==> src/asc_pkg.sv <==
// constants, field layout and types shared by the converter slot/queue control
package asc_pkg;
    // register byte offsets
    localparam logic [7:0] OFS_MAP_LO = 8'h1c;
    localparam logic [7:0] OFS_MAP_HI = 8'h20;
    localparam logic [7:0] OFS_RESTART = 8'h2c;
    localparam logic [7:0] OFS_FORMAT = 8'h3c;
    localparam logic [7:0] OFS_QCTRL = 8'h40;
    localparam logic [7:0] OFS_DATA = 8'h44;
    localparam logic [7:0] OFS_STATUS = 8'h48;
    localparam logic [7:0] OFS_INT_STAT = 8'h60;
    localparam logic [7:0] OFS_INT_MASK = 8'h64;
    // slot map: four 5-bit fields per word, one per byte lane
    localparam int SLOT_W = 5;
    localparam int SLOT_STRIDE = 8;
    localparam int SLOTS_PER_REG = 4;
    localparam int NUM_SLOTS = 8;
    // restart delay field
    localparam int RESTART_W = 16;
    // queue control fields
    localparam int THR_LSB = 8;
    localparam int THR_W = 8;
    localparam int QFMT_LSB = 2;
    localparam int FLUSH_BIT = 1;
    localparam int DMAEN_BIT = 0;
    // status fields
    localparam int LVL_LSB = 8;
    localparam int FULL_BIT = 2;
    localparam int EMPTY_BIT = 1;
    // result word fields
    localparam int CLIP_BIT = 31;
    localparam int INV_BIT = 24;
    localparam int CHAN_LSB = 16;
    localparam int PROC_W = 12;
    localparam int RAW_W = 18;
    // interrupt status bits
    localparam int INT_W = 3;
    localparam int IRQ_LVL = 0;
    localparam int IRQ_OVF = 1;
    localparam int IRQ_UNF = 2;
    // reset values
    localparam logic [31:0] MAP_RST = 32'h0000_0000;
    localparam logic [31:0] FORMAT_RST = 32'h0000_dfff;
    localparam logic [31:0] EMPTY_WORD = 32'h811f_ffff;
    localparam logic [15:0] RESTART_RST = 16'h0000;
    localparam int QUEUE_DEPTH = 16;

    typedef enum logic [1:0] {
        QF_DATA_STATUS = 2'b00,
        QF_DATA_ONLY = 2'b01,
        QF_RAW = 2'b10,
        QF_RSVD = 2'b11
    } asc_qfmt_t;

    typedef enum logic [0:0] {
        RT_IDLE = 1'b0,
        RT_WAIT = 1'b1
    } asc_rt_state_t;
endpackage : asc_pkg

==> src/asc_ctrl.sv <==
// slot map, input format, restart delay and result queue/dma control
// Function
// RQ1: slots 12-19 hold 5-bit channels, four per word at bits 28:24..4:0.
// RQ2: a slot naming an unimplemented channel is ignored by the sequencer.
// RQ3: wait programmed conversion-clock periods before a continuous restart.
// RQ4: 32-bit format register, bit n sets input format of channel n.
// RQ5: software keeps the format register at its reset value.
// RQ6: all channels single-ended; a one bit means single-ended.
// RQ7: queue count above threshold raises dma request and level flag.
// RQ8: software programs threshold only from zero to sixteen.
// RQ9: 2-bit format selects pushed word: status, data only, raw.
// RQ10: writing one to flush empties the queue; flush reads zero.
// RQ11: dma enable gates the threshold dma request.
// RQ12: queue level reported from zero to sixteen.
// RQ13: empty-queue read or invalid channel returns word with invalid flag; data-only and raw words carry no invalid flag.
`timescale 1ns/1ps
module asc_ctrl #(
    parameter logic [31:0] IMPL_MASK = asc_pkg::FORMAT_RST,
    parameter int DEPTH = asc_pkg::QUEUE_DEPTH
) (
    input wire logic clk_sys_i,
    input wire logic rst_i,
    input wire logic [7:0] reg_addr_i,
    input wire logic [31:0] reg_wdata_i,
    input wire logic reg_wr_i,
    input wire logic reg_rd_i,
    output logic [31:0] reg_rdata_o,
    input wire logic [2:0] slot_sel_i,
    output logic [4:0] slot_chan_o,
    output logic slot_valid_o,
    input wire logic cont_en_i,
    input wire logic seq_done_i,
    input wire logic conv_tick_i,
    output logic restart_o,
    output logic [31:0] chan_format_o,
    input wire logic smp_valid_i,
    input wire logic [4:0] smp_chan_i,
    input wire logic [17:0] smp_raw_i,
    input wire logic smp_clip_i,
    input wire logic dma_ack_i,
    output logic dma_req_o,
    output logic irq_o
);
    localparam int CW = $clog2(DEPTH) + 1;
    logic [4:0] slot_q [0:asc_pkg::NUM_SLOTS-1];
    logic [15:0] restart_q;
    logic [31:0] format_q, rdata_d, head;
    logic [7:0] thr_q;
    logic [1:0] qfmt_q;
    logic [asc_pkg::INT_W-1:0] int_stat_q, int_mask_q, int_evt;
    logic [CW-1:0] fifo_cnt;
    logic dma_en_q, fifo_full, fifo_empty, above, pop;
    logic wr_map_lo, wr_map_hi, wr_qctrl, flush, rd_data, rd_int;
    function automatic logic chan_ok(input logic [4:0] chan);
        chan_ok = IMPL_MASK[chan]; // RQ2
    endfunction : chan_ok
    function automatic logic above_thr(input logic [CW-1:0] cnt,
                                       input logic [7:0] thr);
        above_thr = {{(8-CW){1'b0}}, cnt} > thr;
    endfunction : above_thr
    function automatic logic [31:0] pack_map(input logic [4:0] f0,
        input logic [4:0] f1, input logic [4:0] f2, input logic [4:0] f3);
        pack_map = {3'b000, f3, 3'b000, f2, 3'b000, f1, 3'b000, f0}; // RQ1
    endfunction : pack_map
    // builds the queued word for the selected queue format
    function automatic logic [31:0] fmt_word(input logic [1:0] fmt,
        input logic [4:0] chan, input logic [17:0] raw, input logic clip);
        logic [31:0] w;
        logic [11:0] proc;
        w = '0;
        proc = raw[17:6];
        case (fmt)
            asc_pkg::QF_DATA_ONLY: w[11:0] = proc;
            asc_pkg::QF_RAW: w[17:0] = raw;
            // reserved code behaves as data plus status
            default:
            begin
                w[11:0] = proc;
                w[asc_pkg::CHAN_LSB +: 5] = chan;
                w[asc_pkg::INV_BIT] = !chan_ok(chan); // RQ13
                w[asc_pkg::CLIP_BIT] = clip;
            end
        endcase
        fmt_word = w; // RQ9
    endfunction : fmt_word
    assign wr_map_lo = reg_wr_i && reg_addr_i == asc_pkg::OFS_MAP_LO;
    assign wr_map_hi = reg_wr_i && reg_addr_i == asc_pkg::OFS_MAP_HI;
    assign wr_qctrl = reg_wr_i && reg_addr_i == asc_pkg::OFS_QCTRL;
    assign flush = wr_qctrl && reg_wdata_i[asc_pkg::FLUSH_BIT]; // RQ10
    assign rd_data = reg_rd_i && reg_addr_i == asc_pkg::OFS_DATA;
    assign rd_int = reg_rd_i && reg_addr_i == asc_pkg::OFS_INT_STAT;
    // a cpu read and a dma ack in one cycle consume a single word
    assign pop = rd_data || dma_ack_i;
    assign above = above_thr(fifo_cnt, thr_q);
    asc_result_fifo #(
        .WIDTH(32),
        .DEPTH(DEPTH)
    ) u_fifo (
        .clk_sys_i(clk_sys_i),
        .rst_i(rst_i),
        .push_i(smp_valid_i),
        .push_data_i(fmt_word(qfmt_q, smp_chan_i, smp_raw_i, smp_clip_i)),
        .pop_i(pop),
        .flush_i(flush),
        .head_o(head),
        .count_o(fifo_cnt),
        .full_o(fifo_full),
        .empty_o(fifo_empty)
    );
    asc_restart_timer #(
        .CW(asc_pkg::RESTART_W)
    ) u_restart (
        .clk_sys_i(clk_sys_i),
        .rst_i(rst_i),
        .cont_en_i(cont_en_i),
        .seq_done_i(seq_done_i),
        .tick_i(conv_tick_i),
        .delay_i(restart_q),
        .restart_o(restart_o)
    );

    always_ff @(posedge clk_sys_i)
    begin
        if (rst_i)
        begin
            for (int i = 0; i < asc_pkg::NUM_SLOTS; i++)
            begin
                slot_q[i] <= asc_pkg::MAP_RST[4:0];
            end
        end
        else
        begin
            for (int i = 0; i < asc_pkg::SLOTS_PER_REG; i++)
            begin
                if (wr_map_lo)
                begin
                    slot_q[i] <=
                        reg_wdata_i[i*asc_pkg::SLOT_STRIDE +: 5]; // RQ1
                end
                if (wr_map_hi)
                begin
                    slot_q[i+4] <=
                        reg_wdata_i[i*asc_pkg::SLOT_STRIDE +: 5]; // RQ1
                end
            end
        end
    end
    always_ff @(posedge clk_sys_i)
    begin
        if (rst_i)
        begin
            restart_q <= asc_pkg::RESTART_RST;
            format_q <= asc_pkg::FORMAT_RST; // RQ6
        end
        else if (reg_wr_i)
        begin
            if (reg_addr_i == asc_pkg::OFS_RESTART)
            begin
                restart_q <= reg_wdata_i[15:0]; // RQ3
            end
            // storage kept, but software is expected never to change it
            if (reg_addr_i == asc_pkg::OFS_FORMAT)
            begin
                format_q <= reg_wdata_i; // RQ4
            end
        end
    end

    always_ff @(posedge clk_sys_i)
    begin
        if (rst_i)
        begin
            thr_q <= '0;
            qfmt_q <= asc_pkg::QF_DATA_STATUS;
            dma_en_q <= 1'b0;
        end
        else if (wr_qctrl)
        begin
            thr_q <= reg_wdata_i[asc_pkg::THR_LSB +: asc_pkg::THR_W];
            qfmt_q <= reg_wdata_i[asc_pkg::QFMT_LSB +: 2]; // RQ9
            dma_en_q <= reg_wdata_i[asc_pkg::DMAEN_BIT];
        end
    end

    // each implemented channel input is single-ended when its format bit is one; unimplemented channels are forced to zero
    always_ff @(posedge clk_sys_i)
    begin
        if (rst_i)
        begin
            chan_format_o <= asc_pkg::FORMAT_RST;
        end
        else
        begin
            chan_format_o <= format_q & IMPL_MASK; // RQ4
        end
    end

    always_ff @(posedge clk_sys_i)
    begin
        if (rst_i)
        begin
            slot_chan_o <= '0;
            slot_valid_o <= 1'b0;
        end
        else
        begin
            slot_chan_o <= slot_q[slot_sel_i];
            slot_valid_o <= chan_ok(slot_q[slot_sel_i]); // RQ2
        end
    end

    always_ff @(posedge clk_sys_i)
    begin
        if (rst_i)
        begin
            dma_req_o <= 1'b0;
        end
        else
        begin
            dma_req_o <= dma_en_q && above; // RQ7 RQ11
        end
    end

    assign int_evt[asc_pkg::IRQ_LVL] = above; // RQ7
    assign int_evt[asc_pkg::IRQ_OVF] = smp_valid_i && fifo_full && !flush;
    assign int_evt[asc_pkg::IRQ_UNF] = pop && fifo_empty;

    // read clears status; an event in the clearing cycle survives
    always_ff @(posedge clk_sys_i)
    begin
        if (rst_i)
        begin
            int_stat_q <= '0;
            int_mask_q <= '0;
            irq_o <= 1'b0;
        end
        else
        begin
            int_stat_q <= (rd_int ? '0 : int_stat_q) | int_evt;
            irq_o <= |(((rd_int ? '0 : int_stat_q) | int_evt) & int_mask_q);
            if (reg_wr_i && reg_addr_i == asc_pkg::OFS_INT_MASK)
            begin
                int_mask_q <= reg_wdata_i[asc_pkg::INT_W-1:0];
            end
        end
    end

    always_comb
    begin
        rdata_d = '0;
        case (reg_addr_i)
            asc_pkg::OFS_MAP_LO:
                rdata_d = pack_map(slot_q[0], slot_q[1], slot_q[2], slot_q[3]);
            asc_pkg::OFS_MAP_HI:
                rdata_d = pack_map(slot_q[4], slot_q[5], slot_q[6], slot_q[7]);
            asc_pkg::OFS_RESTART: rdata_d[15:0] = restart_q;
            asc_pkg::OFS_FORMAT: rdata_d = format_q;
            asc_pkg::OFS_QCTRL:
            begin
                // flush has no storage and reads zero
                rdata_d[asc_pkg::THR_LSB +: asc_pkg::THR_W] = thr_q; // RQ10
                rdata_d[asc_pkg::QFMT_LSB +: 2] = qfmt_q;
                rdata_d[asc_pkg::DMAEN_BIT] = dma_en_q;
            end
            asc_pkg::OFS_DATA:
                rdata_d = fifo_empty ? asc_pkg::EMPTY_WORD : head; // RQ13
            asc_pkg::OFS_STATUS:
            begin
                rdata_d[asc_pkg::LVL_LSB +: CW] = fifo_cnt; // RQ12
                rdata_d[asc_pkg::FULL_BIT] = fifo_full;
                rdata_d[asc_pkg::EMPTY_BIT] = fifo_empty;
            end
            asc_pkg::OFS_INT_STAT: rdata_d[asc_pkg::INT_W-1:0] = int_stat_q;
            asc_pkg::OFS_INT_MASK: rdata_d[asc_pkg::INT_W-1:0] = int_mask_q;
            default: rdata_d = '0;
        endcase
    end

    always_ff @(posedge clk_sys_i)
    begin
        if (rst_i)
        begin
            reg_rdata_o <= '0;
        end
        else
        begin
            reg_rdata_o <= reg_rd_i ? rdata_d : '0;
        end
    end
endmodule : asc_ctrl

==> src/asc_result_fifo.sv <==
// result queue storage with level count and flush
`timescale 1ns/1ps
module asc_result_fifo #(
    parameter int WIDTH = 32,
    parameter int DEPTH = asc_pkg::QUEUE_DEPTH,
    parameter int AW = $clog2(DEPTH)
) (
    input wire logic clk_sys_i,
    input wire logic rst_i,
    input wire logic push_i,
    input wire logic [WIDTH-1:0] push_data_i,
    input wire logic pop_i,
    input wire logic flush_i,
    output logic [WIDTH-1:0] head_o,
    output logic [AW:0] count_o,
    output logic full_o,
    output logic empty_o
);
    // depth must be a power of two so the pointers wrap on their own
    logic [WIDTH-1:0] mem_q [0:DEPTH-1];
    logic [AW-1:0] wr_ptr_q;
    logic [AW-1:0] rd_ptr_q;
    logic [AW:0] count_q;
    logic do_push;
    logic do_pop;

    assign full_o = (count_q == (AW+1)'(DEPTH));
    assign empty_o = (count_q == '0);
    assign do_push = push_i && !full_o;
    assign do_pop = pop_i && !empty_o;
    assign head_o = mem_q[rd_ptr_q];
    assign count_o = count_q;

    always_ff @(posedge clk_sys_i)
    begin
        if (do_push)
        begin
            mem_q[wr_ptr_q] <= push_data_i;
        end
    end

    // flush beats a push landing in the same cycle
    always_ff @(posedge clk_sys_i)
    begin
        if (rst_i || flush_i)
        begin
            wr_ptr_q <= '0;
            rd_ptr_q <= '0;
            count_q <= '0;
        end
        else
        begin
            if (do_push)
            begin
                wr_ptr_q <= wr_ptr_q + 1'b1;
            end
            if (do_pop)
            begin
                rd_ptr_q <= rd_ptr_q + 1'b1;
            end
            if (do_push && !do_pop)
            begin
                count_q <= count_q + 1'b1;
            end
            else if (do_pop && !do_push)
            begin
                count_q <= count_q - 1'b1;
            end
        end
    end
endmodule : asc_result_fifo

==> src/asc_restart_timer.sv <==
// counts conversion-clock ticks before a continuous sequence restarts
`timescale 1ns/1ps
module asc_restart_timer #(
    parameter int CW = asc_pkg::RESTART_W
) (
    input wire logic clk_sys_i,
    input wire logic rst_i,
    input wire logic cont_en_i,
    input wire logic seq_done_i,
    input wire logic tick_i,
    input wire logic [CW-1:0] delay_i,
    output logic restart_o
);
    asc_pkg::asc_rt_state_t state_q;
    logic [CW-1:0] cnt_q;
    logic start;
    logic fire;

    assign start = (state_q == asc_pkg::RT_IDLE) && seq_done_i && cont_en_i;
    assign fire = (start && delay_i == '0)
        || (state_q == asc_pkg::RT_WAIT && cont_en_i && tick_i
            && cnt_q == CW'(1)); // RQ3

    always_ff @(posedge clk_sys_i)
    begin
        if (rst_i)
        begin
            state_q <= asc_pkg::RT_IDLE;
            cnt_q <= '0;
        end
        else
        begin
            case (state_q)
                asc_pkg::RT_IDLE:
                begin
                    if (start && delay_i != '0)
                    begin
                        state_q <= asc_pkg::RT_WAIT;
                        cnt_q <= delay_i; // RQ3
                    end
                end
                asc_pkg::RT_WAIT:
                begin
                    // leaving continuous mode abandons the pending restart
                    if (!cont_en_i || fire)
                    begin
                        state_q <= asc_pkg::RT_IDLE;
                    end
                    else if (tick_i)
                    begin
                        cnt_q <= cnt_q - 1'b1;
                    end
                end
                default:
                begin
                    state_q <= asc_pkg::RT_IDLE;
                end
            endcase
        end
    end

    always_ff @(posedge clk_sys_i)
    begin
        if (rst_i)
        begin
            restart_o <= 1'b0;
        end
        else
        begin
            restart_o <= fire;
        end
    end
endmodule : asc_restart_timer

==> config.mk <==
export PLATFORM = sky130hd
export DESIGN_NAME = asc_ctrl
export DESIGN_NICKNAME = d
export VERILOG_FILES = /design/src/asc_pkg.sv /design/src/asc_ctrl.sv /design/src/asc_result_fifo.sv /design/src/asc_restart_timer.sv
export SDC_FILE = /design/constraint.sdc
export NUM_CORES = 1
export LEC_CHECK = 0
export BUFFER_PORTS_ARGS = -buffer_cell sky130_fd_sc_hd__buf_2
export CAP_MARGIN = 20
export CORE_MARGIN = 3
export CORE_UTILIZATION = 40
export CTS_BUF_LIST = sky130_fd_sc_hd__clkbuf_4 sky130_fd_sc_hd__clkbuf_8
export DETAILED_ROUTE_END_ITERATION = 8
export SYNTH_ARGS = -nofsm -noshare
export SYNTH_HDL_FRONTEND = slang
export SYNTH_HIERARCHICAL = 1
export SYNTH_SLANG_ARGS = --single-unit
==> constraint.sdc <==
create_clock -name clk_sys_i -period 5.7 [get_ports clk_sys_i]
set_input_delay 0.57 -clock clk_sys_i [delete_from_list [all_inputs] [get_ports clk_sys_i]]
set_output_delay 0.57 -clock clk_sys_i [all_outputs]
set_load 0.02 [all_outputs]
==> run_results.csv <==
group,metric,value,unit
power_and_ir_drop,p_leak,11.2,nW
timing,tightest_slew,0.968,ns
synth,synth_cells,1816,
synth,yosysWarnings,6,
run_status,outcome,"finished, final reports clean",
timing,setup_viol,0,
route,drt_iter0_drc,1527,
timing,post-route-min-period,3.33,ns
timing,fin_crit_sh,0.585,
global_routing,grt-ovfl-total,0,
global_routing,grt_start_max_net_pins,66,
power_and_ir_drop,clockPowerShare,0.349,
synth,ys_types,79,
die,design.die.area,74300,um2
route,drtAntennaViolNets,0,
job,max-cap-violations,0,
clocking,clkTransAtPathRegs,0.06,ns
place,hpwl,45000,um
min_path,min-delay-start,"reg_wdata_i[5]",
synth,syn-cell-area,28400,um2
clocking,ctsHoldBuffers,0,
final_layout,final_util,0.468,
setup_path,crit_fanout,46,
power_and_ir_drop,intPower,8.97,mW
route,vias_per_cell,5.34,
setup_path,cp-start-kind,"register",
setup_path,worstSetupPathType,"reg2reg",
clocking,clk_latency,0.71,ns
clocking,htree_num_levels,3,
timing,max_freq,0.300,GHz
global_routing,antenna_found_initial,2,
power_and_ir_drop,power_switching_share,0.265,
clocking,cts_buffer_depth,3,
synth,ys.flop_type,"edfxtp_1",
global_routing,grt_pass1_vias,17300,
timing,finalSetupTns,0,ns
timing,max_slew_margin,0.355,
final_layout,drive_gt1_frac,0.259,
place,gp_congestion,0.876,
global_routing,grt_pass1_wl,110000,um
synth,synth-edff-count,547,
synth,ys_seq_elements,707,
clocking,cts_setup_buffers,0,
die,num_rows,97,
route,drt-pass1-iter-count,5,
die,die_y,273,um
power_and_ir_drop,combPwrFrac,0.165,
clocking,cts_resized,0,
global_routing,gr-usage-all-layers,0.200,
power_and_ir_drop,switchingPower,3.23,mW
synth,synth_seq_area_share,0.690,
timing,rsz0062_at_grt,"false",
setup_path,worst_ep_required_time,6.26,ns
clocking,cts_root_buf,"clkbuf_8",
synth,syn_area_per_cell,15.7,um2
setup_path,reg2reg_depth,8,
power_and_ir_drop,ir_drop,230,uV
min_path,hold_path_depth,3,
power_and_ir_drop,seq_power_share,0.486,
route,drt-total-wl,74600,um
clocking,cts_buffers,110,
setup_path,timing.rr.end,"reg_rdata_o[4]",
min_path,hp-class,"in2reg",
route,via_count,16900,
timing,clock-skew-final,0.0182,ns
clocking,cts_sinks,707,
setup_path,end_kind,"register",
final_layout,area_growth,15.7,%
setup_path,rrSetupSlack,2.37,ns
min_path,min_to,"format_q[5]",
synth,synth_async_sr_flop_share,0,
power_and_ir_drop,powerDensity,371,nW/um2
route,wl_per_cell,23.6,um
setup_path,cp.arrival,3.90,ns
place,io_buffers,131,
die,top_level_ports,149,
timing,maxSlewViolCount,0,
final_layout,final_cells,3160,
die,core_area,70300,um2
final_layout,layout.nets,2228,
route,drc_errors,0,
clocking,cts_tree,"yes",
die,initial_utilization,0.405,
place,dp.cells,2962,
timing,final_hold_viol_count,0,
die,die_w,273,um
[kinds of logic (layout without fill, tap and decap cells)]
kind of cell,Yosys count,count (layout),share of synthesized area
buf+inv,150,393,0.0260
mux,166,166,0.120
compound gates,294,294,0.0687
simple gates,471,471,0.0838
other cells,1,162,0.000132
flops,707,707,0.690
xor+xnor,9,9,0.00304
fa+ha+maj,18,18,0.00818
[layout make-up]
class,instances,area [um2]
Clock buffer,155,1910
Fill cell,6100,37400
Timing Repair Buffer,172,991
Sequential cell,707,19600
Multi-Input combinational cell,1119,8780
Inverter,24,92.6
Tap cell,940,1180
Clock inverter,42,300
Antenna cell,1,2.50
[cells in the final DEF, fill, tap and decap left out, types with 4 or more instances in the layout]
| master | netlist | layout |
|---|---|---|
| a211oi_1 | 4 | 4 |
| a21oi_1 | 96 | 96 |
| a221oi_1 | 18 | 18 |
| a22o_1 | 8 | 8 |
| a22oi_1 | 82 | 82 |
| a31oi_1 | 16 | 16 |
| and2_1 | 58 | 50 |
| and2_2 | 0 | 8 |
| and3_1 | 8 | 8 |
| buf_2 | 28 | 130 |
| buf_4 | 22 | 40 |
| clkbuf_4 | 0 | 36 |
| clkbuf_8 | 0 | 119 |
| clkinv_1 | 0 | 17 |
| clkinv_2 | 0 | 15 |
| clkinvlp_4 | 0 | 4 |
| conb_1 | 1 | 161 |
| dfxtp_1 | 160 | 158 |
| edfxtp_1 | 547 | 547 |
| ha_1 | 17 | 17 |
| inv_1 | 22 | 22 |
| mux2_2 | 16 | 16 |
| mux2i_1 | 12 | 12 |
| mux4_2 | 138 | 138 |
| nand2_1 | 201 | 201 |
| nand2b_1 | 6 | 6 |
| nand3_1 | 23 | 23 |
| nand3b_1 | 17 | 17 |
| nor2_1 | 71 | 65 |
| nor2_4 | 0 | 5 |
| nor2b_1 | 15 | 13 |
| nor3_1 | 8 | 8 |
| nor4_1 | 15 | 11 |
| nor4_2 | 3 | 6 |
| o21ai_0 | 31 | 31 |
| o2bb2ai_1 | 4 | 4 |
| o32ai_1 | 4 | 4 |
| or2_2 | 16 | 16 |
| xor2_1 | 5 | 5 |
[Yosys cell counts (3+ instances only)]
cell type	n	share of area
o21ai_0	31	0.0055
nor4_2	3	0.0013
inv_1	22	0.0029
nor2_1	71	0.0094
nor3b_1	4	0.0011
a22oi_1	82	0.022
mux2i_1	12	0.0042
nand2b_1	6	0.0013
a22o_1	8	0.0025
nand3_1	23	0.0040
a31o_2	3	0.00092
a211o_1	3	0.00092
buf_1	4	0.00053
buf_6	7	0.0028
nor4_1	15	0.0033
dfxtp_1	160	0.11
o2bb2ai_1	4	0.0012
mux2_2	16	0.0063
mux4_2	138	0.11
o211ai_1	3	0.00079
edfxtp_1	547	0.58
and2_1	58	0.013
nor2b_1	15	0.0033
or3_1	3	0.00066
nand3b_1	17	0.0045
clkbuf_1	63	0.0083
buf_4	22	0.0058
a221oi_1	18	0.0055
nand4_1	3	0.00066
a211oi_1	4	0.0011
xnor2_1	3	0.00092
xor2_1	5	0.0015
o32ai_1	4	0.0012
nand2_1	201	0.027
or2_2	16	0.0035
ha_1	17	0.0075
nor4b_2	3	0.0016
and3_1	8	0.0018
nor3_1	8	0.0014
buf_2	28	0.0049
a31oi_1	16	0.0035
a21oi_1	96	0.017
[how the worst max path moves through the flow]
stage / slack (ns) / depth (start not counted) / end
final: 2.37 / 8 / reg_rdata_o[4]
after global routing: 2.04 / 8 / reg_rdata_o[4]
after CTS: 2.26 / 8 / reg_rdata_o[17]
after detailed placement: 2.26 / 7 / slot_q[7][2]
after global placement: 2.29 / 8 / reg_rdata_o[17]
after floorplan: 1.32 / 4 / u_fifo/mem_q[0][0]
[worst max-delay path, stage by stage, from the launching register on]
cell,delay (ns)
dfxtp_4,0.97
buf_4,0.48
mux4_2,0.55
a22oi_1,0.21
nand2_1,0.13
nor2_1,0.31
o2bb2ai_1,0.12
a221oi_1,0.25
a21oi_1,0.10
[state kept, by name, summed over array words and instances (netlist names), 4 cells and up, named ones only]
| name | flops |
|---|---|
| chan_format_o | 15 |
| format_q | 32 |
| reg_rdata_o | 32 |
| restart_q | 16 |
| slot_chan_o | 5 |
| slot_q | 40 |
| thr_q | 8 |
| u_fifo/count_o | 5 |
| u_fifo/mem_q | 512 |
| u_fifo/rd_ptr_q | 4 |
| u_fifo/wr_ptr_q | 4 |
| u_restart/cnt_q | 16 |
[routing by layer]
| metal | wire [um] | vias to the layer above | global-route usage | part of all wire |
|---|---|---|---|---|
| met5 | 13 | - | 0 | 0.00017 |
| met1 | 30900 | 8620 | 0.262 | 0.41 |
| met3 | 5000 | 117 | 0.0386 | 0.067 |
| met2 | 36500 | 613 | 0.333 | 0.49 |
| li1 | - | 7523 | - | - |
| met4 | 2130 | 2 | 0.0737 | 0.029 |
[stage by stage]
stage,instance area (um2),worst slack (ns),total power [mW],hold slack [ns]
final,32900,2.37,12.2,0.109
after global routing,32900,2.04,12.7,0.0981
after CTS,32900,2.26,12.3,0.0427
after detailed placement,30700,2.26,8.08,0.447
after global placement,30700,2.29,8.06,0.443
after floorplan,29000,1.32,7.48,0.432
[power groups by stage]
| stage | registers (mW) | logic, mW | clock network, mW |
|---|---|---|---|
| after floorplan | 5.88 | 1.60 | 0 |
| after global placement | 6.04 | 2.01 | 0 |
| after detailed placement | 6.05 | 2.03 | 0 |
| after CTS | 5.94 | 2.03 | 4.35 |
| after global routing | 5.96 | 2.18 | 4.60 |
| final | 5.93 | 2.02 | 4.26 |
Power figures use the tool's default switching activity.
